$ cat src/common/irq_sel_params.svh
// Offsets, field positions, reset values and codes for the interrupt selector
`ifndef IRQ_SEL_PARAMS_SVH
`define IRQ_SEL_PARAMS_SVH

`define SEL_HIGH_ADDR 32'h019C_0000
`define SEL_LOW_ADDR 32'h019C_0004
`define SEL_FIELD_W 5
`define SEL_FIELDS 6
`define SEL_RSVD_MASK 32'h7FFF_7FFF
`define SEL_LOW_RESET 32'h2507_18A4
`define SEL_HIGH_RESET 32'h0820_2D43
`define CODE_HOST 5'h00
`define CODE_TIMER0 5'h01
`define CODE_TIMER1 5'h02
`define CODE_WIDE_REFRESH 5'h03
`define CODE_PIN4 5'h04
`define CODE_PIN5 5'h05
`define CODE_PIN6 5'h06
`define CODE_PIN7 5'h07
`define CODE_DMA 5'h08
`define CODE_DBG_DMA 5'h09
`define CODE_DBG_RX 5'h0A
`define CODE_DBG_TX 5'h0B
`define CODE_SER0_TX 5'h0C
`define CODE_SER0_RX 5'h0D
`define CODE_SER1_TX 5'h0E
`define CODE_SER1_RX 5'h0F
`define CODE_GPIO0 5'h10
`define CODE_SER2_TX 5'h11
`define CODE_SER2_RX 5'h12
`define CODE_TIMER2 5'h13
`define CODE_NARROW_REFRESH 5'h14
`define CODE_CELL_BUS 5'h17
`define CODE_CONV_DEC 5'h1E
`define CODE_ITER_DEC 5'h1F

`endif

$ cat src/common/irq_sel_pkg.sv
// Types shared by the interrupt selector modules
package irq_sel_pkg;
   typedef logic [4:0] sel_code_t;
   typedef logic [31:0] sel_word_t;
   typedef enum logic [1:0] {
      bus_idle = 2'b00,
      bus_read = 2'b01,
      bus_write = 2'b10
   } bus_phase_t;
   typedef struct packed {
      sel_word_t sel_low;
      sel_word_t sel_high;
      sel_word_t rd_data;
      bus_phase_t phase;
      logic [15:0] cpu_irq;
   } sel_state_t;
endpackage : irq_sel_pkg

$ cat src/common/irq_route_if.sv
// Interface carrying selector codes and events to the routing matrix and routed lines back
`timescale 1ns/1ps
interface irq_route_if;
   logic [31:0] events;
   logic [59:0] codes;
   logic [11:0] routed;
   modport ctrl (output events, output codes, input routed);
   modport matrix (input events, input codes, output routed);
endinterface : irq_route_if

$ cat src/rtl/irq_route_matrix.sv
// Routing matrix: each maskable CPU input picks one of 32 events
`timescale 1ns/1ps
module irq_route_matrix (
   // Codes and events
   irq_route_if.matrix rt
);
   // Pick one event by code; reserved codes see tied-low event lines
   function automatic logic pick(input logic [31:0] ev, input irq_sel_pkg::sel_code_t code);
      pick = ev[code];
   endfunction : pick

   // One selector per maskable input
   always_comb begin
      for (int i = 0; i < 12; i++) begin
         rt.routed[i] = pick(rt.events, rt.codes[i*5 +: 5]);
      end
   end
endmodule : irq_route_matrix

$ cat src/rtl/cpu_interrupt_selector.sv
// Interrupt selector: routes peripheral events onto CPU interrupts 4 to 15
//
// Contract
// - CPU inputs 0 to 3 are fixed as reset, non-maskable, and two reserved zeros.
// - Each CPU input 4 to 15 follows the event named by its own selector field.
// - The low register holds six 5-bit fields for inputs 4 to 9 with defaults 4 to 9.
// - The high register holds six fields for inputs 10 to 15 with defaults 3,10,11,0,1,2.
// - Codes 4 to 7 route the combined GPIO or external pin events 4 to 7.
// - Code 8 routes the combined DMA completion interrupt of all 64 channels.
// - Codes 9, 10 and 11 route the debug DMA, debug exchange receive and transmit.
// - Codes 3, 0, 1 and 2 route wide refresh, host, timer 0 and timer 1.
// - Codes 12 to 20 route serial ports, GPIO event 0, timer 2 and narrow refresh.
// - Code 23 routes the cell bus and 30, 31 the decoders; reserved codes stay unused.
// - The four external interrupt pins are inputs only after reset, never driven.
// - Inputs are ordered by number, input 0 highest and input 15 lowest.
// - The high register sits at 0x019C0000 and the low one at 0x019C0004.
//
// Chosen here: the placing of the registers and the strobed register port.
`timescale 1ns/1ps
`include "irq_sel_params.svh"
module cpu_interrupt_selector (
   // Clock and reset
   input wire logic sys_clk,
   input wire logic reset_n,
   // Register port
   input wire logic [31:0] reg_addr,
   input wire logic [31:0] reg_wdata,
   input wire logic reg_write,
   input wire logic reg_read,
   output logic [31:0] reg_rdata,
   // Fixed sources
   input wire logic nmi_req,
   // Peripheral events
   input wire logic host_irq,
   input wire logic timer0_irq,
   input wire logic timer1_irq,
   input wire logic timer2_irq,
   input wire logic wide_mem_refresh_irq,
   input wire logic narrow_mem_refresh_irq,
   input wire logic [3:0] gpio_event_hi,
   input wire logic gpio_event_0,
   input wire logic dma_done_irq,
   input wire logic debug_dma_event,
   input wire logic debug_exchange_rx,
   input wire logic debug_exchange_tx,
   input wire logic serial0_tx_irq,
   input wire logic serial0_rx_irq,
   input wire logic serial1_tx_irq,
   input wire logic serial1_rx_irq,
   input wire logic serial2_tx_irq,
   input wire logic serial2_rx_irq,
   input wire logic cell_bus_irq,
   input wire logic conv_decoder_irq,
   input wire logic iter_decoder_irq,
   // External interrupt pins
   input wire logic [3:0] ext_pin_irqs_in,
   output logic [3:0] ext_pin_irqs_out,
   output logic [3:0] ext_pin_irqs_oe,
   // CPU side, bit 0 is highest priority
   output logic [15:0] cpu_irq
);
   irq_sel_pkg::sel_state_t state;
   irq_sel_pkg::sel_state_t next_state;
   logic [31:0] events;
   logic [11:0] routed;
   irq_route_if rt ();

   // Drop the reserved gaps between fields
   function automatic irq_sel_pkg::sel_word_t clean(input irq_sel_pkg::sel_word_t w);
      clean = w & `SEL_RSVD_MASK;
   endfunction : clean

   // Pins never driven; pin and GPIO event share one line each
   assign ext_pin_irqs_out = 4'h0;
   assign ext_pin_irqs_oe = 4'h0;

   // Event vector by selector code; reserved codes tied low
   always_comb begin
      events = 32'h0000_0000;
      events[`CODE_HOST] = host_irq;
      events[`CODE_TIMER0] = timer0_irq;
      events[`CODE_TIMER1] = timer1_irq;
      events[`CODE_WIDE_REFRESH] = wide_mem_refresh_irq;
      events[`CODE_PIN4] = gpio_event_hi[0] | ext_pin_irqs_in[0];
      events[`CODE_PIN5] = gpio_event_hi[1] | ext_pin_irqs_in[1];
      events[`CODE_PIN6] = gpio_event_hi[2] | ext_pin_irqs_in[2];
      events[`CODE_PIN7] = gpio_event_hi[3] | ext_pin_irqs_in[3];
      events[`CODE_DMA] = dma_done_irq;
      events[`CODE_DBG_DMA] = debug_dma_event;
      events[`CODE_DBG_RX] = debug_exchange_rx;
      events[`CODE_DBG_TX] = debug_exchange_tx;
      events[`CODE_SER0_TX] = serial0_tx_irq;
      events[`CODE_SER0_RX] = serial0_rx_irq;
      events[`CODE_SER1_TX] = serial1_tx_irq;
      events[`CODE_SER1_RX] = serial1_rx_irq;
      events[`CODE_GPIO0] = gpio_event_0;
      events[`CODE_SER2_TX] = serial2_tx_irq;
      events[`CODE_SER2_RX] = serial2_rx_irq;
      events[`CODE_TIMER2] = timer2_irq;
      events[`CODE_NARROW_REFRESH] = narrow_mem_refresh_irq;
      events[`CODE_CELL_BUS] = cell_bus_irq;
      events[`CODE_CONV_DEC] = conv_decoder_irq;
      events[`CODE_ITER_DEC] = iter_decoder_irq;
   end

   // Pack the twelve live fields for the matrix
   assign rt.events = events;
   assign rt.codes = {state.sel_high[30:26], state.sel_high[25:21], state.sel_high[20:16],
                      state.sel_high[14:10], state.sel_high[9:5], state.sel_high[4:0],
                      state.sel_low[30:26], state.sel_low[25:21], state.sel_low[20:16],
                      state.sel_low[14:10], state.sel_low[9:5], state.sel_low[4:0]};
   assign routed = rt.routed;

   irq_route_matrix u_matrix (
      .rt(rt.matrix)
   );

   // Register port and output staging
   always_comb begin
      next_state = state;
      next_state.phase = irq_sel_pkg::bus_idle;
      next_state.rd_data = 32'h0000_0000;
      if (reg_write) begin
         next_state.phase = irq_sel_pkg::bus_write;
         if (reg_addr == `SEL_HIGH_ADDR) begin
            next_state.sel_high = clean(reg_wdata);
         end else if (reg_addr == `SEL_LOW_ADDR) begin
            next_state.sel_low = clean(reg_wdata);
         end
      end else if (reg_read) begin
         next_state.phase = irq_sel_pkg::bus_read;
         case (reg_addr)
            `SEL_HIGH_ADDR: next_state.rd_data = clean(state.sel_high);
            `SEL_LOW_ADDR: next_state.rd_data = clean(state.sel_low);
            default: next_state.rd_data = 32'h0000_0000;
         endcase
      end
      // Registered output so glitchy select changes never reach the core
      next_state.cpu_irq[0] = 1'b0;
      next_state.cpu_irq[1] = nmi_req;
      next_state.cpu_irq[3:2] = 2'b00;
      next_state.cpu_irq[15:4] = routed;
   end

   // State register; reset loads the default mapping
   always_ff @(posedge sys_clk or negedge reset_n) begin
      if (!reset_n) begin
         state.sel_low <= `SEL_LOW_RESET;
         state.sel_high <= `SEL_HIGH_RESET;
         state.rd_data <= 32'h0000_0000;
         state.phase <= irq_sel_pkg::bus_idle;
         state.cpu_irq <= 16'h0000;
      end else begin
         state <= next_state;
      end
   end

   // Reset line asserted toward the core while reset is low
   assign cpu_irq = {state.cpu_irq[15:1], ~reset_n};
   assign reg_rdata = state.rd_data;
endmodule : cpu_interrupt_selector

$ cat config.mk
export PLATFORM = sky130hd
export DESIGN_NAME = cpu_interrupt_selector
export DESIGN_NICKNAME = d
export VERILOG_FILES = /design/src/common/irq_sel_pkg.sv /design/src/common/irq_route_if.sv /design/src/rtl/irq_route_matrix.sv /design/src/rtl/cpu_interrupt_selector.sv
export VERILOG_INCLUDE_DIRS = /design/src /design/src/common
export SDC_FILE = /design/constraint.sdc
export NUM_CORES = 1
export LEC_CHECK = 0
export ABC_AREA = 1
export ABC_CLOCK_PERIOD_IN_PS = 2000
export BUFFER_PORTS_ARGS = -buffer_cell sky130_fd_sc_hd__buf_2
export CORE_UTILIZATION = 45
export DETAILED_ROUTE_END_ITERATION = 12
export GPL_ROUTABILITY_DRIVEN = 0
export MAX_ROUTING_LAYER = met4
export PLACE_DENSITY = 0.66
export SYNTH_ARGS = -nofsm -noshare
export SYNTH_HDL_FRONTEND = slang
export SYNTH_HIERARCHICAL = 1
export SYNTH_SLANG_ARGS = --single-unit
$ cat constraint.sdc
create_clock -name sys_clk -period 2 [get_ports sys_clk]
set_input_delay 0.1 -clock sys_clk [delete_from_list [all_inputs] [get_ports sys_clk]]
set_output_delay 0.1 -clock sys_clk [all_outputs]
set_load 0.1 [all_outputs]
==> impl_metrics.xml <==
<?xml version="1.0" encoding="UTF-8"?>
<metrics>
  <group name="synthesis">
    <metric name="post_synth.cell_area_avg" unit="sq um">5.99</metric>
    <metric name="yosys_register_bits" unit="">103</metric>
    <metric name="netlist_area" unit="sq mm">0.00874</metric>
    <metric name="postSynthCellCount" unit="">1461</metric>
    <metric name="synth_seq_area_share" unit="">0.298</metric>
    <metric name="synth-warning-count" unit="">6</metric>
    <metric name="number_of_different_library_cells_in_the_post_synthesis_netlist" unit="">20</metric>
  </group>
  <group name="clocking">
    <metric name="clk_path_buf_depth" unit="">2</metric>
    <metric name="cts_sinks" unit="">103</metric>
    <metric name="post_cts_gate_resize_count" unit="">0</metric>
    <metric name="clk_pin_slew" unit="ps">70</metric>
    <metric name="cts.htree.levels" unit="">3</metric>
    <metric name="cts_post_setup_buffers_inserted" unit="">0</metric>
    <metric name="clock_latency" unit="ps">370</metric>
    <metric name="cts_made_buffers" unit="">9</metric>
    <metric name="cts.root.buffer_cell" unit="">sky130_fd_sc_hd__clkbuf_16</metric>
    <metric name="clock_tree_from_tritoncts" unit="">built</metric>
  </group>
  <group name="global_route">
    <metric name="grt_max_degree" unit="">104</metric>
    <metric name="antenna_found_initial" unit="">0</metric>
    <metric name="grt-ovfl-total" unit="">0</metric>
    <metric name="track_usage" unit="">0.307</metric>
    <metric name="first_pass_grt_wire_length" unit="mm">46.4</metric>
    <metric name="first_global_vias" unit="">8600</metric>
  </group>
  <group name="setup_path">
    <metric name="required" unit="ps">2290</metric>
    <metric name="reg2regPathDepth" unit="">9</metric>
    <metric name="setup.worst_path.start" unit="">rt.codes[20]$_DFFE_PN0P_</metric>
    <metric name="path_max_fanout" unit="">15</metric>
    <metric name="rr_startpoint" unit="">rt.codes[20]$_DFFE_PN0P_</metric>
    <metric name="timing_worst_setup_path_type" unit="">flip-flop to flip-flop</metric>
    <metric name="end_kind" unit="">flip-flop</metric>
    <metric name="reg2reg_to" unit="">cpu_irq[8]$_DFF_PN0_</metric>
    <metric name="crit_path_start_kind" unit="">flip-flop</metric>
    <metric name="worstPathArrival" unit="ps">1900</metric>
    <metric name="worstSetupEndpoint" unit="">cpu_irq[8]$_DFF_PN0_</metric>
    <metric name="regToRegSetupSlack" unit="ps">390</metric>
  </group>
  <group name="route">
    <metric name="routedWlPerCell" unit="um">16.1</metric>
    <metric name="drt_drc_violations_left" unit="">0</metric>
    <metric name="route.detailed.vias_per_inst" unit="">5.36</metric>
    <metric name="drtAntennaViolNets" unit="">0</metric>
    <metric name="vias" unit="">9872</metric>
    <metric name="postRouteWirelength" unit="mm">29.6</metric>
    <metric name="first_iter_violations" unit="">1288</metric>
    <metric name="detailedRoute.firstPassIterationCount" unit="">7</metric>
  </group>
  <group name="timing">
    <metric name="final-max-slew-violation-count" unit="">0</metric>
    <metric name="period_minus_slack" unit="ps">1610</metric>
    <metric name="report.final.setup_viol" unit="">0</metric>
    <metric name="final.period_utilization" unit="">0.803</metric>
    <metric name="hold_violations" unit="">0</metric>
    <metric name="grt_setup_unrepaired" unit="">no</metric>
    <metric name="max_clock_freq" unit="GHz">0.623</metric>
    <metric name="relSlewSlack" unit="">0.561</metric>
    <metric name="final.setup.tns" unit="ps">0</metric>
    <metric name="setup_skew_after_layout" unit="ps">10.4</metric>
    <metric name="timing.final.ws_setup" unit="ps">394</metric>
    <metric name="slew_of_the_pin_with_the_lowest_slew_margin" unit="ps">658</metric>
  </group>
  <group name="flow_run">
    <metric name="max-cap-violations" unit="">0</metric>
  </group>
  <group name="floorplan">
    <metric name="floorplan.initialDensity" unit="">0.463</metric>
    <metric name="io_pins" unit="">153</metric>
    <metric name="coreArea" unit="sq mm">0.0189</metric>
    <metric name="die_height" unit="um">141</metric>
    <metric name="num_rows" unit="">50</metric>
    <metric name="floorplan.die_area" unit="sq mm">0.0200</metric>
    <metric name="die_width" unit="um">141</metric>
  </group>
  <group name="pwr">
    <metric name="p_total" unit="mW">4.74</metric>
    <metric name="power_per_cell_area" unit="mW/mm^2">482</metric>
    <metric name="power.ir.vdd_worst" unit="V">0.000402</metric>
    <metric name="p_leak" unit="nW">5.12</metric>
  </group>
  <group name="hold_path">
    <metric name="worst_hold_class" unit="">primary input to flip-flop</metric>
  </group>
  <group name="cells_and_area">
    <metric name="area_growth" unit="%">12.4</metric>
    <metric name="layout.filler_cells" unit="">1973</metric>
    <metric name="ratio_of_cells_with_drive_above_1_in_the_final_layout" unit="">0.152</metric>
    <metric name="area_of_the_multi_input_gates" unit="sq mm">0.00502</metric>
    <metric name="diodes" unit="">0</metric>
    <metric name="register_area" unit="sq mm">0.00260</metric>
    <metric name="layout_commonest_cell" unit="">sky130_fd_sc_hd__nand2_1</metric>
    <metric name="num-nets-final" unit="">1674</metric>
    <metric name="most-common-layout-cells" unit="">705 x sky130_fd_sc_hd__nand2_1, 380 x sky130_fd_sc_hd__nand3_1, 137 x sky130_fd_sc_hd__buf_2, 83 x sky130_fd_sc_hd__dfrtp_1, 59 x sky130_fd_sc_hd__inv_1</metric>
  </group>
  <group name="place">
    <metric name="detailedPlacementHpwl" unit="mm">18.8</metric>
    <metric name="portbufs" unit="">138</metric>
    <metric name="dpl_worst_slack" unit="ps">448</metric>
  </group>
  <group name="outcome">
    <metric name="status" unit="">finished clean</metric>
  </group>
</metrics>
-- cell families after synthesis --
logic type	count (synthesis)	synth area share
and+or+nand+nor	1118	0.540
DFF	103	0.298
AOI/OAI and AO/OA	30	0.0172
buffers and inverters	209	0.145
other	1	0.000429
-- power by group --
group	switching (mW)	leakage [nW]	internal [mW]
Clock	0.857	0.131	0.883
Sequential	0.00267	1.34	2.10
Combinational	0.650	3.66	0.247
-- routing by layer --
layer | track usage | wire length [um] | vias up | share of wire
met4 | 0.109 | 633 | 0 | 0.021
met5 | - | 0 | - | 0
met2 | 0.458 | 13400 | 498 | 0.45
met1 | 0.423 | 12800 | 4510 | 0.43
met3 | 0.0459 | 2710 | 48 | 0.092
li1 | - | - | 4816 | -
-- worst min-delay path by stage --
stage	start	to	slack, ps	cells past startpoint
after floorplan	reset_n	cpu_irq[10]$_DFF_PN0_	-200	0
after detailed placement	nmi_req	cpu_irq[1]$_DFF_PN0_	210	1
after global placement	nmi_req	cpu_irq[1]$_DFF_PN0_	210	1
after global routing	reg_write	rt.codes[40]$_DFFE_PN1P_	230	5
final	reg_addr[8]	rt.codes[23]$_DFFE_PN1P_	200	8
after CTS	reg_write	rt.codes[41]$_DFFE_PN1P_	200	5
-- registers in the layout, summed over array words and instances (netlist names) --
name,count
rt.codes,60
reg_rdata,30
cpu_irq,13
-- per-stage QoR --
stage / cells / hold slack [ps] / instance area, sq um / util
after floorplan: 1496 / -196 / 8880 / -
after global placement: 1794 / 209 / 9230 / 0.488
after detailed placement: 1794 / 211 / 9230 / 0.488
after CTS: 1842 / 196 / 9830 / 0.520
after global routing: 1842 / 228 / 9830 / 0.520
final: 1842 / 195 / 9830 / 0.520
-- cells in the mapped netlist --
cell	count	area, sq um
sky130_fd_sc_hd__inv_1	59	221
sky130_fd_sc_hd__nor2_1	18	67.6
sky130_fd_sc_hd__clkbuf_1	3	11.3
sky130_fd_sc_hd__or2_2	4	25.0
sky130_fd_sc_hd__nand2_1	705	2650
sky130_fd_sc_hd__buf_6	35	394
sky130_fd_sc_hd__inv_2	16	60.1
sky130_fd_sc_hd__and2_1	1	6.26
sky130_fd_sc_hd__a21oi_1	30	150
sky130_fd_sc_hd__buf_2	68	340
sky130_fd_sc_hd__inv_6	12	105
sky130_fd_sc_hd__nand3_1	380	1900
sky130_fd_sc_hd__buf_4	15	113
sky130_fd_sc_hd__dfrtp_1	83	2080
sky130_fd_sc_hd__buf_12	1	20.0
sky130_fd_sc_hd__nor2_4	2	22.5
sky130_fd_sc_hd__dfstp_2	20	526
sky130_fd_sc_hd__nand2_2	7	43.8
sky130_fd_sc_hd__nand3_2	1	10.0
sky130_fd_sc_hd__conb_1	1	3.75
-- final cells by class --
cell class / instances / share of cell area
clock buffers: 10 / 0.0243
clock inverters: 6 / 0.00458
inverters: 87 / 0.0393
multi-input cells: 1184 / 0.510
flip-flops and latches: 103 / 0.265
well taps: 260 / 0.0331
repair buffers: 192 / 0.124
-- critical path: stages, from the launching register on --
cell and delay [ps]:
sky130_fd_sc_hd__dfrtp_1 720, sky130_fd_sc_hd__buf_4 250, sky130_fd_sc_hd__nand2_1 60, sky130_fd_sc_hd__nand3_1 100, sky130_fd_sc_hd__nand3_1 70, sky130_fd_sc_hd__nand2_1 70, sky130_fd_sc_hd__nand2_1 50, sky130_fd_sc_hd__nand2_1 50
sky130_fd_sc_hd__nand2_1 40, sky130_fd_sc_hd__nand2_1 110
-- timing repair --
item | 4_1_cts | 5_1_grt
hold buffers | 32 | 0
endpoints found under the hold margin | 142 | 0
endpoints found under the setup margin | 0 | 0
No activity file was read; power rests on OpenSTA's default activity.
